<file path="config.mk">
export PLATFORM = sky130hd
export DESIGN_NAME = adcc_control
export DESIGN_NICKNAME = d
export VERILOG_FILES = /design/src/core/adcc_pkg.sv /design/src/core/adcc_control.sv
export VERILOG_INCLUDE_DIRS = /design/src /design/src/core
export SDC_FILE = /design/constraint.sdc
export NUM_CORES = 1
export LEC_CHECK = 0
export ABC_CLOCK_PERIOD_IN_PS = 5200
export BUFFER_PORTS_ARGS = -buffer_cell sky130_fd_sc_hd__buf_2
export CAP_MARGIN = 30
export CORE_MARGIN = 4
export CORE_UTILIZATION = 50
export CTS_CLUSTER_DIAMETER = 60
export DETAILED_ROUTE_END_ITERATION = 10
export PLACE_DENSITY = 0.71
export SETUP_SLACK_MARGIN = 0.3
export SYNTH_ARGS = -nofsm -noshare
export SYNTH_HDL_FRONTEND = slang
export SYNTH_SLANG_ARGS = --single-unit
</file>
<file path="constraint.sdc">
create_clock -name clk -period 5.2 [get_ports clk]
set_clock_uncertainty 0.2 [all_clocks]
set_input_delay 0.52 -clock clk [delete_from_list [all_inputs] [get_ports clk]]
set_output_delay 0.52 -clock clk [all_outputs]
set_load 0.02 [all_outputs]
</file>
<file path="src/core/adcc_defs.svh">
// Constants for the converter command control block.
`ifndef ADCC_DEFS_SVH
`define ADCC_DEFS_SVH
`define ADCC_CONV_BIT       7
`define ADCC_SETUP_BIT      6
`define ADCC_CLK_HI_BIT     5
`define ADCC_CLK_LO_BIT     4
`define ADCC_REF_HI_BIT     3
`define ADCC_REF_LO_BIT     2
`define ADCC_DIFF_HI_BIT    1
`define ADCC_DIFF_LO_BIT    0
`define ADCC_CH_MSB         6
`define ADCC_CH_LSB         3
`define ADCC_SCAN_MSB       2
`define ADCC_SCAN_LSB       1
`define ADCC_TEMP_BIT       0
`define ADCC_SETUP_RESET    8'h28
`define ADCC_CONV_RESET     8'h18
`define ADCC_DAC_FULL       13'h1000
`define ADCC_TEMP_OFFSET    12'h888
`define ADCC_CONV_CYCLES    8'd16
`endif

</file>
<file path="src/core/adcc_pkg.sv">
// Types for the converter command control block.
package adcc_pkg;
   typedef enum logic [1:0] {
      ADCC_REF_INT, ADCC_REF_EXT, ADCC_REF_MIX, ADCC_REF_DIFF
   } adcc_ref_t;
   typedef enum logic [1:0] {
      ADCC_SCAN_LOW, ADCC_SCAN_HIGH, ADCC_SCAN_REPEAT, ADCC_SCAN_ONCE
   } adcc_scan_t;
   typedef enum {
      ADCC_IDLE, ADCC_TEMP_HI, ADCC_TEMP_LO, ADCC_CHAN, ADCC_DONE
   } adcc_state_t;
   typedef struct packed {
      logic       adc_int_ref;
      logic       adc_diff_ref;
      logic       dac_ext_ref;
      logic       second_reference_pin_is_input;
   } adcc_refcfg_t;
   typedef struct packed {
      logic [2:0]  sclk_sync;
      logic [1:0]  cs_sync;
      logic [2:0]  start_sync;
      logic [2:0]  mosi_sync;
      logic [7:0]  shift;
      logic [3:0]  bitcnt;
      logic        first_byte;
      logic [1:0]  data_left;
      logic [1:0]  diff_target;
      logic [7:0]  setup;
      logic [7:0]  conv;
      logic [15:0] unipolar;
      logic [15:0] bipolar;
      adcc_state_t state;
      logic [4:0]  chan;
      logic [4:0]  last;
      logic [4:0]  reps;
      logic [7:0]  timer;
      logic [11:0] temp_hi;
      logic [11:0] result;
      logic [3:0]  result_chan;
      logic        result_valid;
      logic        result_is_temp;
      logic        temp_unread;
      logic        osc_on;
      adcc_refcfg_t refcfg;
      logic        busy;
      logic [23:0] dac_level;
   } adcc_state_reg_t;
endpackage

</file>
<file path="src/core/adcc_control.sv">
// Command decoder and scan sequencer for the converter command control.
`timescale 1ns/10ps
`include "adcc_defs.svh"
module adcc_control
   import adcc_pkg::*;
#(
   parameter int          NUM_CH    = 16,
   parameter int          GPIO_BYTES = 2,
   parameter logic [11:0] TEMP_OFFSET = `ADCC_TEMP_OFFSET
) (
   // Clock and reset.
   input  wire logic        clk,
   input  wire logic        rst_n,
   // Serial port pins and start pin.
   input  wire logic        sclk,
   input  wire logic        cs_n,
   input  wire logic        mosi,
   input  wire logic        conversion_start_pin_n,
   // Analog front end stand-in.
   input  wire logic [11:0] adc_sample,
   input  wire logic [11:0] dac_code,
   input  wire logic [11:0] ref_level,
   // Status.
   output logic [7:0]       setup_q,
   output logic [7:0]       conv_q,
   output logic [11:0]      result_q,
   output logic [3:0]       result_chan_q,
   output logic             result_valid_q,
   output logic             result_is_temp_q,
   output logic             temp_unread_q,
   output logic             osc_on_q,
   output logic             busy_q,
   output adcc_refcfg_t     refcfg_q,
   output logic [11:0]      dac_level_q
);
   localparam logic [4:0] TOP_CH = 5'(NUM_CH - 1);
   adcc_state_reg_t s_q, s_d;
   logic       sclk_fall, cs_rise, start_fall, byte_done, osc_req;
   logic [7:0] byte_in;
   logic [1:0] clk_mode;
   logic       skip;
   logic [3:0] ch4;

   function automatic logic pair_diff(adcc_state_reg_t s, logic [3:0] c);
      pair_diff = s.unipolar[c[3:1]] | s.bipolar[c[3:1]];
   endfunction

   always_comb begin
      s_d = s_q;
      s_d.sclk_sync  = {s_q.sclk_sync[1:0], sclk};
      s_d.cs_sync    = {s_q.cs_sync[0], cs_n};
      s_d.start_sync = {s_q.start_sync[1:0], conversion_start_pin_n};
      s_d.mosi_sync  = {s_q.mosi_sync[1:0], mosi};
      sclk_fall  = s_q.sclk_sync[2] & ~s_q.sclk_sync[1];
      cs_rise    = ~s_q.cs_sync[1] & s_d.cs_sync[1] & 1'b0;
      start_fall = s_q.start_sync[2] & ~s_q.start_sync[1];
      clk_mode   = s_q.setup[`ADCC_CLK_HI_BIT:`ADCC_CLK_LO_BIT];
      byte_done  = 1'b0;
      byte_in    = {s_q.shift[6:0], s_q.mosi_sync[2]};
      osc_req    = 1'b0;
      skip       = 1'b0;
      ch4        = s_q.chan[3:0];
      if (s_q.cs_sync[1]) begin
         s_d.bitcnt     = 4'h0;
         s_d.first_byte = 1'b1;
      end else if (sclk_fall) begin
         s_d.shift  = byte_in;
         s_d.bitcnt = s_q.bitcnt + 4'h1;
         if (s_q.bitcnt == 4'h7) begin
            byte_done  = 1'b1;
            s_d.bitcnt = 4'h0;
         end
      end
      if (byte_done) begin
         s_d.first_byte = 1'b0;
         if (s_q.data_left != 2'd0) begin
            // Data bytes after a GPIO command are absorbed.
            s_d.data_left = s_q.data_left - 2'd1;
         end else if (s_q.diff_target != 2'd0 && !s_q.first_byte) begin
            if (s_q.diff_target[0])
               s_d.unipolar = {s_q.unipolar[7:0], byte_in};
            else
               s_d.bipolar = {s_q.bipolar[7:0], byte_in};
         end else if (byte_in[`ADCC_CONV_BIT]) begin
            s_d.conv = byte_in;
            if (clk_mode[1] && s_q.state == ADCC_IDLE)
               osc_req = 1'b1;
         end else if (byte_in[`ADCC_SETUP_BIT]) begin
            s_d.setup = byte_in;
            s_d.diff_target = byte_in[`ADCC_DIFF_HI_BIT:`ADCC_DIFF_LO_BIT];
         end else if (byte_in[7:4] == 4'h0 && byte_in[3:0] != 4'h0) begin
            s_d.data_left = 2'(GPIO_BYTES);
         end
      end
      if (!clk_mode[1] && start_fall && s_q.state == ADCC_IDLE)
         osc_req = 1'b1;
      case (s_q.setup[`ADCC_REF_HI_BIT:`ADCC_REF_LO_BIT])
         2'b00:   s_d.refcfg = '{1'b1, 1'b0, 1'b0, 1'b1};
         2'b10:   s_d.refcfg = '{1'b1, 1'b0, 1'b1, 1'b1};
         2'b01:   s_d.refcfg = '{1'b0, 1'b0, 1'b1, 1'b0};
         default: s_d.refcfg = '{1'b0, 1'b1, 1'b1, 1'b0};
      endcase
      // Channel skip: start pin on the top channel, reference on the next.
      skip = (!clk_mode[1] && s_q.chan == TOP_CH) ||
             (!s_q.refcfg.second_reference_pin_is_input && s_q.chan == TOP_CH - 5'd1) ||
             (pair_diff(s_q, ch4) &&
              ((!clk_mode[1] && {ch4[3:1], 1'b1} == TOP_CH[3:0]) ||
               (!s_q.refcfg.second_reference_pin_is_input &&
                {ch4[3:1], 1'b0} == TOP_CH[3:0] - 4'd1)));
      s_d.osc_on = (clk_mode != 2'b11);
      if (s_q.timer != 8'd0 && clk_mode != 2'b11)
         s_d.timer = s_q.timer - 8'd1;
      else if (s_q.timer != 8'd0 && sclk_fall)
         s_d.timer = s_q.timer - 8'd1;
      s_d.result_valid = 1'b0;
      case (s_q.state)
         ADCC_IDLE: begin
            if (osc_req) begin
               s_d.timer = `ADCC_CONV_CYCLES;
               // A conversion byte taken this cycle must steer its own scan.
               case (adcc_scan_t'(s_d.conv[`ADCC_SCAN_MSB:`ADCC_SCAN_LSB]))
                  ADCC_SCAN_LOW: begin
                     s_d.chan = 5'd0;
                     s_d.last = {1'b0, s_d.conv[`ADCC_CH_MSB:`ADCC_CH_LSB]};
                  end
                  ADCC_SCAN_HIGH: begin
                     s_d.chan = {1'b0, s_d.conv[`ADCC_CH_MSB:`ADCC_CH_LSB]};
                     s_d.last = TOP_CH;
                  end
                  default: begin
                     s_d.chan = {1'b0, s_d.conv[`ADCC_CH_MSB:`ADCC_CH_LSB]};
                     s_d.last = s_d.chan;
                  end
               endcase
               s_d.reps = (s_d.conv[2:1] == 2'b10) ? 5'd16 : 5'd1;
               s_d.state = s_d.conv[`ADCC_TEMP_BIT] ? ADCC_TEMP_HI
                                                    : ADCC_CHAN;
               s_d.busy = 1'b1;
            end
         end
         ADCC_TEMP_HI: if (s_q.timer == 8'd0) begin
            s_d.temp_hi = adc_sample;
            s_d.timer = `ADCC_CONV_CYCLES;
            s_d.state = ADCC_TEMP_LO;
         end
         ADCC_TEMP_LO: if (s_q.timer == 8'd0) begin
            // Internal reference scaling gives eighth-degree steps.
            s_d.result = s_q.temp_hi - adc_sample - TEMP_OFFSET;
            s_d.result_is_temp = 1'b1;
            s_d.result_valid = 1'b1;
            s_d.temp_unread = 1'b1;
            s_d.timer = `ADCC_CONV_CYCLES;
            s_d.state = ADCC_CHAN;
         end
         ADCC_CHAN: if (s_q.timer == 8'd0) begin
            if (!skip) begin
               s_d.result = adc_sample;
               s_d.result_chan = pair_diff(s_q, ch4) ? {ch4[3:1], 1'b0}
                                                     : ch4;
               s_d.result_is_temp = 1'b0;
               s_d.result_valid = 1'b1;
            end
            s_d.timer = `ADCC_CONV_CYCLES;
            if (s_q.reps > 5'd1) begin
               s_d.reps = s_q.reps - 5'd1;
            end else if (s_q.chan >= s_q.last) begin
               s_d.state = ADCC_DONE;
            end else begin
               s_d.chan = (pair_diff(s_q, ch4) && !ch4[0]) ?
                          s_q.chan + 5'd2 : s_q.chan + 5'd1;
            end
         end
         ADCC_DONE: begin
            s_d.busy = 1'b0;
            s_d.timer = 8'd0;
            s_d.state = ADCC_IDLE;
         end
         default: s_d.state = ADCC_IDLE;
      endcase
      if (cs_rise)
         s_d.temp_unread = 1'b0;
      s_d.dac_level = 24'(({12'h0, dac_code} * {12'h0, ref_level}) >> 12);
   end

   always_ff @(posedge clk) begin
      if (!rst_n) begin
         s_q       <= '0;
         s_q.setup <= `ADCC_SETUP_RESET;
         s_q.conv  <= `ADCC_CONV_RESET;
         s_q.state <= ADCC_IDLE;
         s_q.sclk_sync  <= 3'b000;
         s_q.cs_sync    <= 2'b11;
         s_q.start_sync <= 3'b111;
      end else begin
         s_q <= s_d;
      end
   end

   assign setup_q          = s_q.setup;
   assign conv_q           = s_q.conv;
   assign result_q         = s_q.result;
   assign result_chan_q    = s_q.result_chan;
   assign result_valid_q   = s_q.result_valid;
   assign result_is_temp_q = s_q.result_is_temp;
   assign temp_unread_q    = s_q.temp_unread;
   assign osc_on_q         = s_q.osc_on;
   assign busy_q           = s_q.busy;
   assign refcfg_q         = s_q.refcfg;
   assign dac_level_q      = s_q.dac_level[11:0];
endmodule

</file>
==> results of run 1 <==
Yosys cell counts (all sizes together) (6+ instances only):
cell type,n,area share [%]
buf,51,3.5
or4,6,0.44
nor3,20,0.95
nand2b,13,0.74
fa,100,18
inv,166,5.6
mux2i,37,3.4
o21a,7,0.49
dfxtp,129,23
xor2,11,0.87
o21ai,35,1.7
a211oi,9,0.61
ha,93,11
xnor2,20,1.6
o22ai,11,0.62
clkbuf,56,1.9
nor2,93,3.2
nand3,12,0.54
and2,63,3.6
o221a,6,0.61
a21oi,63,2.9
mux2,6,0.61
nand2,163,5.5
a21o,11,0.75
and3,7,0.40
nor2b,16,0.91
nor4,6,0.61
repair_timing:
action | 4_1_cts | 5_1_grt
setup endpoints to repair | 5 | 8
pin swaps | 6 | 16
hold endpoints to repair | 0 | 0
resized for setup | 7 | 38
kinds of logic after synthesis:
kind of cell	share of synthesized area [%]
flip-flops	23.41
other	0.03399
XOR/XNOR	2.461
multiplexers	4.378
buffers and inverters	11.06
adder cells (fa/ha/maj)	28.69
AO/OA/AOI/OAI	10.90
AND/OR/NAND/NOR	19.07
worst paths after layout:
path,from,to,depth (start not counted)
worst max-delay path,ref_level[6],dac_level_q[9],16
worst min-delay path,conversion_start_pin_n,s_d[185],2
worst max register to register,s_q[169],ch4[2],7
worst min register to register,s_d[188],s_q[188],1
state kept, by name, summed over array words and instances (netlist names), 3 cells and up:
name and flops:
setup_q 6, result_q 12, dac_level_q 12, result_chan_q 4, conv_q 8, ch4 4, s_q 60, s_d 7
byte_in 8, refcfg_q 3
layout by cell type, fill, tap and decap left out, types with 9 or more instances in the layout:
cell type and n:
dfxtp_1 129, nand2b_1 13, xnor2_1 20, and2_4 9
nor3_1 19, buf_2 80, and2_1 54, a21o_1 11
fa_1 95, nor2b_1 16, clkbuf_16 17, nand3_1 12
xor2_1 11, a21oi_1 56, nor2_1 92, inv_1 162
mux2i_1 37, o22ai_1 11, ha_1 84, buf_4 66
nand2_1 162, o21ai_0 29
worst max-delay path, stage by stage:
cell and delay (ps):
clkbuf_4 150, and2_4 170, fa_1 540, fa_1 460, fa_1 480, fa_1 530
inv_1 50, fa_1 490, inv_2 50, ha_4 260, and4_1 180, o211ai_1 130
o2111a_1 300, or4_4 420, a21o_1 170, a21oi_1 100
per-stage QoR:
stage	power (µW)	cells
5_1_grt	6360	1644
3_3_place_gp	4400	1612
4_1_cts	5659	1644
2_1_floorplan	3503	1285
3_5_place_dp	4466	1612
6_report	5868	1644
power breakdown:
part	total [µW]	internal [µW]	switching, µW
Sequential	1110	1070	42.9
Combinational	3590	1690	1900
Clock	1170	690	477
metal layers:
metal,track usage (%),share of wire (%)
met1,28.25,46
met2,34.93,48
met3,4.010,5.1
met4,5.909,1.7
met5,0,0
area by class of cell:
cell class | instances | area (µm²) | area share (%)
repair buffers | 154 | 974.7 | 7.767
well taps | 280 | 350.3 | 2.792
clock inverters | 13 | 127.6 | 1.017
inverters | 166 | 623.1 | 4.965
multi-input cells | 883 | 7438 | 59.27
clock buffers | 19 | 452.9 | 3.609
flip-flops and latches | 129 | 2582 | 20.58
==> load_flow_metrics.sql, run 1 <==
INSERT INTO impl_metrics (metric_group, metric, value, unit) VALUES
('placement', 'dpl.hpwl', '19480', 'µm'),
('sta', 'fin_ws', '327.2', 'ps'),
('worst_setup_path', 'critical_path_class', 'in -> reg', ''),
('cts', 'cts.path.max_buffers', '2', ''),
('cts', 'cts_inserted_buffers', '17', ''),
('sta', 'tightestPinTransition', '931.2', 'ps'),
('sta', 'holdWs', '81.01', 'ps'),
('global_routing', 'wire_length_of_the_first_global_routing_pass', '42150', 'µm'),
('layout', 'postLayoutCoreUtil', '57.68', '%'),
('drt', 'post_drt_wl_per_cell', '15.31', 'µm'),
('cts', 'clock_latency', '420', 'ps'),
('yosys', 'post_synth_num_cell_types', '76', ''),
('sta', 'timing.fmax', '0.2052', 'GHz'),
('hold_path', 'hp-class', 'in -> reg', ''),
('cts', 'cts_hold_buffers', '0', ''),
('cts', 'cts_tree', 'yes', ''),
('worst_setup_path', 'critPathLaunchType', 'primary input', ''),
('layout', 'area_delta_synth_final', '13.76', '%'),
('yosys', 'syn_nets', '1520', ''),
('yosys', 'synth_edf_count', '0', ''),
('power_and_ir_drop', 'irDropWorstVdd', '0.0004936', 'V'),
('yosys', 'ys_async_sr_fraction', '0', '%'),
('drt', 'first_pass_iters', '6', ''),
('global_routing', 'vias_in_the_first_global_route', '8840', ''),
('placement', 'gpl.final_weighted_congestion', '0.9038', ''),
('drt', 'routed_via_density', '5.315', ''),
('sta', 'timing.slew.headroom', '37.69', '%'),
('sta', 'layout_min_cycle_time', '4873', 'ps'),
('yosys', 'synth.cell_area', '11030', 'µm²'),
('yosys', 'postSynthAreaPerCell', '8.585', 'µm²'),
('die', 'die_height', '156.5', 'µm'),
('global_routing', 'grt_start_max_net_pins', '53', ''),
('sta', 'slew_viols_final', '0', ''),
('die', 'core_area', '21760', 'µm²'),
('die', 'die-width', '156.5', 'µm'),
('yosys', 'synth_seq_area_share', '23.41', '%'),
('cts', 'cts.htree.levels', '4', ''),
('die', 'fp-row-count', '54', ''),
('sta', 'setup_tns', '0', 'ps'),
('drt', 'drc_errors', '0', ''),
('yosys', 'dominantRegCellSynth', 'dfxtp_1', ''),
('sta', 'final_hold_viol_count', '0', ''),
('cts', 'clock-sinks', '129', ''),
('yosys', 'netlist_instances', '1285', ''),
('cts', 'post_cts_buffers', '0', ''),
('sta', 'layout_worst_path_cycle_share', '93.71', '%'),
('worst_setup_path', 'worst_endpoint_data_arrival_time', '5010', 'ps'),
('drt', 'route.vias.total', '8738', ''),
('drt', 'drt.antenna.violating_nets', '0', ''),
('die', 'floorplan.initialDensity', '50.71', '%'),
('yosys', 'synth-warning-count', '0', ''),
('global_routing', 'total_congestion_overflow_after_global_routing', '0', ''),
('worst_setup_path', 'timing.critical_path.to_type', 'register', ''),
('die', 'die_outline_area', '24500', 'µm²'),
('layout', 'final_design_area_no_fill', '12550', 'µm²'),
('layout', 'final_net_count', '1586', ''),
('outcome', 'status', 'completed', ''),
('global_routing', 'grt_antenna_before_repair', '0', ''),
('placement', 'placed_cell_area', '11810', 'µm²'),
('worst_setup_path', 'worstPathRequired', '5340', 'ps'),
('layout', 'nFillCells', '1929', ''),
('worst_setup_path', 'timing.reg2reg.setup_slack', '2000', 'ps'),
('worst_setup_path', 'crit_path_max_fanout', '8', ''),
('power_and_ir_drop', 'power.density', '467.6', 'nW/µm²'),
('die', 'ioPinCount', '95', ''),
('placement', 'place.port_buffers', '93', ''),
('job', 'maxCapViolCount', '0', ''),
('drt', 'drtIter0Drc', '532', ''),
('drt', 'postRouteWirelength', '25180', 'µm'),
('cts', 'cts-root-buf', 'clkbuf_16', ''),
('sta', 'setup_repair_after_global_routing_missed_its_margin', 'true', ''),
('layout', 'num_antenna_cells', '0', ''),
('global_routing', 'grt.total_usage', '21.06', '%'),
('power_and_ir_drop', 'p_leak', '0.005991', 'µW'),
('cts', 'clk_slew_on_worst_s_h_paths', '60', 'ps'),
('sta', 'report.final.setup_viol', '0', ''),
('layout', 'fraction_of_final_layout_cells_sized_beyond_drive_strength_1', '18.77', '%'),
('placement', 'place_ws', '-302.7', 'ps'),
('yosys', 'ys_ff_latch', '129', '');
(Power assumes the default switching activity.)
==> inputs of run 2 (changes only) <==
CTS_BUF_LIST = sky130_fd_sc_hd__clkbuf_8   (was default)
==> load_flow_metrics.sql, run 2 (synthesis gave the netlist of run 1 again) <==
INSERT INTO impl_metrics (metric_group, metric, value, unit) VALUES
('outcome', 'status', 'completed', ''),
('cts', 'cts_tree', 'yes', ''),
('worst_setup_path', 'worstPathRequired', '5370', 'ps'),
('placement', 'place.detailed.instances', '1612', ''),
('global_routing', 'grt.busiest_layer', 'met2', ''),
('sta', 'tightestPinTransition', '918.8', 'ps'),
('layout', 'nFillCells', '1960', ''),
('global_routing', 'grt_antenna_before_repair', '0', ''),
('cts', 'cts_inserted_buffers', '17', ''),
('worst_setup_path', 'critical_path_class', 'in -> reg', ''),
('worst_setup_path', 'timing.reg2reg.setup_slack', '2040', 'ps'),
('cts', 'cts-root-buf', 'clkbuf_8', ''),
('sta', 'timing.fmax', '0.2054', 'GHz'),
('cts', 'clock-sinks', '129', ''),
('die', 'die_height', '156.5', 'µm'),
('global_routing', 'grt.total_usage', '20.85', '%'),
('power_and_ir_drop', 'irDropWorstVdd', '0.0004758', 'V'),
('sta', 'setup_repair_after_global_routing_missed_its_margin', 'true', ''),
('sta', 'timing.slew.headroom', '38.52', '%'),
('power_and_ir_drop', 'power.total', '5503', 'µW'),
('worst_setup_path', 'largest_stage_delay_on_the_critical_path', '550', 'ps'),
('drt', 'route.vias.total', '8699', ''),
('layout', 'largest_register_ffs', '60', ''),
('worst_setup_path', 'crit_chain', 'buf_6 -> and2_4 -> fa_1 -> inv_2 -> fa_2 -> inv_2 -> fa_2 -> fa_1 -> inv_1 -> fa_1 -> inv_2 -> ha_4 -> and4_1 -> o211ai_1 -> o2111a_1 -> or4_4 -> a21o_1 -> a21oi_1', ''),
('drt', 'postRouteWirelength', '24910', 'µm'),
('layout', 'final_common_cell', 'nand2_1', ''),
('placement', 'dpl.hpwl', '19480', 'µm'),
('sta', 'layout_worst_path_cycle_share', '93.61', '%'),
('worst_setup_path', 'buffers_and_inverters_on_the_worst_path', '5', ''),
('drt', 'post_drt_wl_per_cell', '15.14', 'µm'),
('job', 'maxCapViolCount', '0', ''),
('sta', 'layout_min_cycle_time', '4868', 'ps'),
('layout', 'mostFrequentLayoutCells', '162 x nand2_1, 160 x inv_1, 129 x dfxtp_1, 94 x fa_1, 92 x nor2_1', ''),
('global_routing', 'grt_start_max_net_pins', '53', ''),
('die', 'ioPinCount', '95', ''),
('cts', 'clk_slew_on_worst_s_h_paths', '80', 'ps'),
('global_routing', 'vias_in_the_first_global_route', '8750', ''),
('worst_setup_path', 'timing.critical_path.to_type', 'register', ''),
('power_and_ir_drop', 'comb_power_share', '64.5', '%'),
('cts', 'clock_latency', '450', 'ps'),
('worst_setup_path', 'crit_path_max_fanout', '9', ''),
('hold_path', 'hp-class', 'in -> reg', ''),
('cts', 'cts.path.max_buffers', '2', ''),
('cts', 'cts.htree.levels', '4', ''),
('layout', 'final_net_count', '1587', ''),
('global_routing', 'grt.met1_usage', '28.19', '%'),
('layout', 'layout.cells.non_filler', '1645', ''),
('power_and_ir_drop', 'cell_internal_pwr', '3159', 'µW'),
('layout', 'area_delta_synth_final', '11.90', '%'),
('die', 'die-width', '156.5', 'µm'),
('sta', 'holdWs', '50.45', 'ps'),
('power_and_ir_drop', 'p_leak', '0.005913', 'µW'),
('global_routing', 'wire_length_of_the_first_global_routing_pass', '41780', 'µm'),
('drt', 'drc_errors', '0', ''),
('power_and_ir_drop', 'sequentialPowerShare', '20.2', '%'),
('worst_setup_path', 'worst_endpoint_data_arrival_time', '5040', 'ps'),
('worst_setup_path', 'crit_family', 'adder cells', ''),
('placement', 'place.port_buffers', '93', ''),
('layout', 'fraction_of_final_layout_cells_sized_beyond_drive_strength_1', '18.83', '%'),
('drt', 'first_pass_iters', '5', ''),
('global_routing', 'total_congestion_overflow_after_global_routing', '0', ''),
('sta', 'report.final.setup_viol', '0', ''),
('die', 'fp-row-count', '54', ''),
('worst_setup_path', 'worst_path_max_delay_cell', 'fa_1', ''),
('power_and_ir_drop', 'pwr-share-clk', '15.3', '%'),
('die', 'core_area', '21760', 'µm²'),
('sta', 'slew_viols_final', '0', ''),
('power_and_ir_drop', 'sw_frac_of_total', '42.59', '%'),
('drt', 'drt.antenna.violating_nets', '0', ''),
('power_and_ir_drop', 'power_switching', '2344', 'µW'),
('drt', 'routed_via_density', '5.288', ''),
('layout', 'max_flop_register', 's_q', ''),
('power_and_ir_drop', 'power.density', '445.8', 'nW/µm²'),
('worst_setup_path', 'critPathLaunchType', 'primary input', ''),
('die', 'die_outline_area', '24500', 'µm²'),
('global_routing', 'grt_util_met3', '3.595', '%'),
('global_routing', 'grt_util_met2', '34.44', '%'),
('layout', 'num_antenna_cells', '0', ''),
('drt', 'drtIter0Drc', '508', ''),
('placement', 'gpl.final_weighted_congestion', '0.9038', ''),
('die', 'floorplan.initialDensity', '50.71', '%'),
('sta', 'final_hold_viol_count', '0', ''),
('sta', 'setup_tns', '0', 'ps');
-- run 2: changes by cell type in the layout (fill, tap and decap cells not counted), sizes merged --
cell,delta
buf,+2
clkbuf,-1
-- run 2: power groups by stage --
stage	Combinational [µW]	Sequential [µW]	Clock [µW]
after floorplan	2380	1120	0
after global placement	3270	1130	0
after detailed placement	3330	1130	0
after CTS	3370	1110	854
after global routing	3970	1120	904
final	3550	1110	843
-- run 2: per-layer routing --
| layer | up-vias | routed length, µm |
|---|---|---|
| met3 | 39 | 1152 |
| li1 | 4279 | - |
| met2 | 219 | 11800 |
| met4 | 0 | 429 |
| met5 | - | 0 |
| met1 | 4162 | 11520 |
-- run 2: path summary, 6_finish.rpt --
| path | depth (start not counted) | end | startpoint |
|---|---|---|---|
| setup / recovery | 18 | dac_level_q[9] | dac_code[5] |
| hold / removal | 2 | s_d[188] | cs_n |
| setup reg to reg | 7 | ch4[2] | s_q[169] |
| hold reg to reg | 1 | s_q[188] | s_d[188] |
-- run 2: timing repair --
item	4_1_cts	5_1_grt
gates cloned	0	0
pin swaps	5	19
setup buffers	0	1
endpoints found under the hold margin	0	0
setup endpoints to repair	2	7
gates resized for setup	4	50
hold buffers	0	0
-- run 2: per-stage QoR --
stage | setup slack, ps | utilization, % | cell area (µm²)
after floorplan | 0.2518 | - | 11270
after global placement | -149.6 | 54.28 | 11810
after detailed placement | -302.7 | 54.28 | 11810
after CTS | 302.3 | 56.11 | 12210
after global routing | 235.5 | 56.74 | 12340
final | 332.3 | 56.74 | 12340
-- run 2: area by class of cell --
type	count	area (µm²)	share of cell area, %
Clock buffer	19	261.5	2.118
Clock inverter	13	127.6	1.034
Inverter	166	623.1	5.048
Multi-Input combinational cell	883	7403	59.97
Sequential cell	129	2582	20.92
Tap cell	280	350.3	2.838
Timing Repair Buffer	155	996.0	8.068
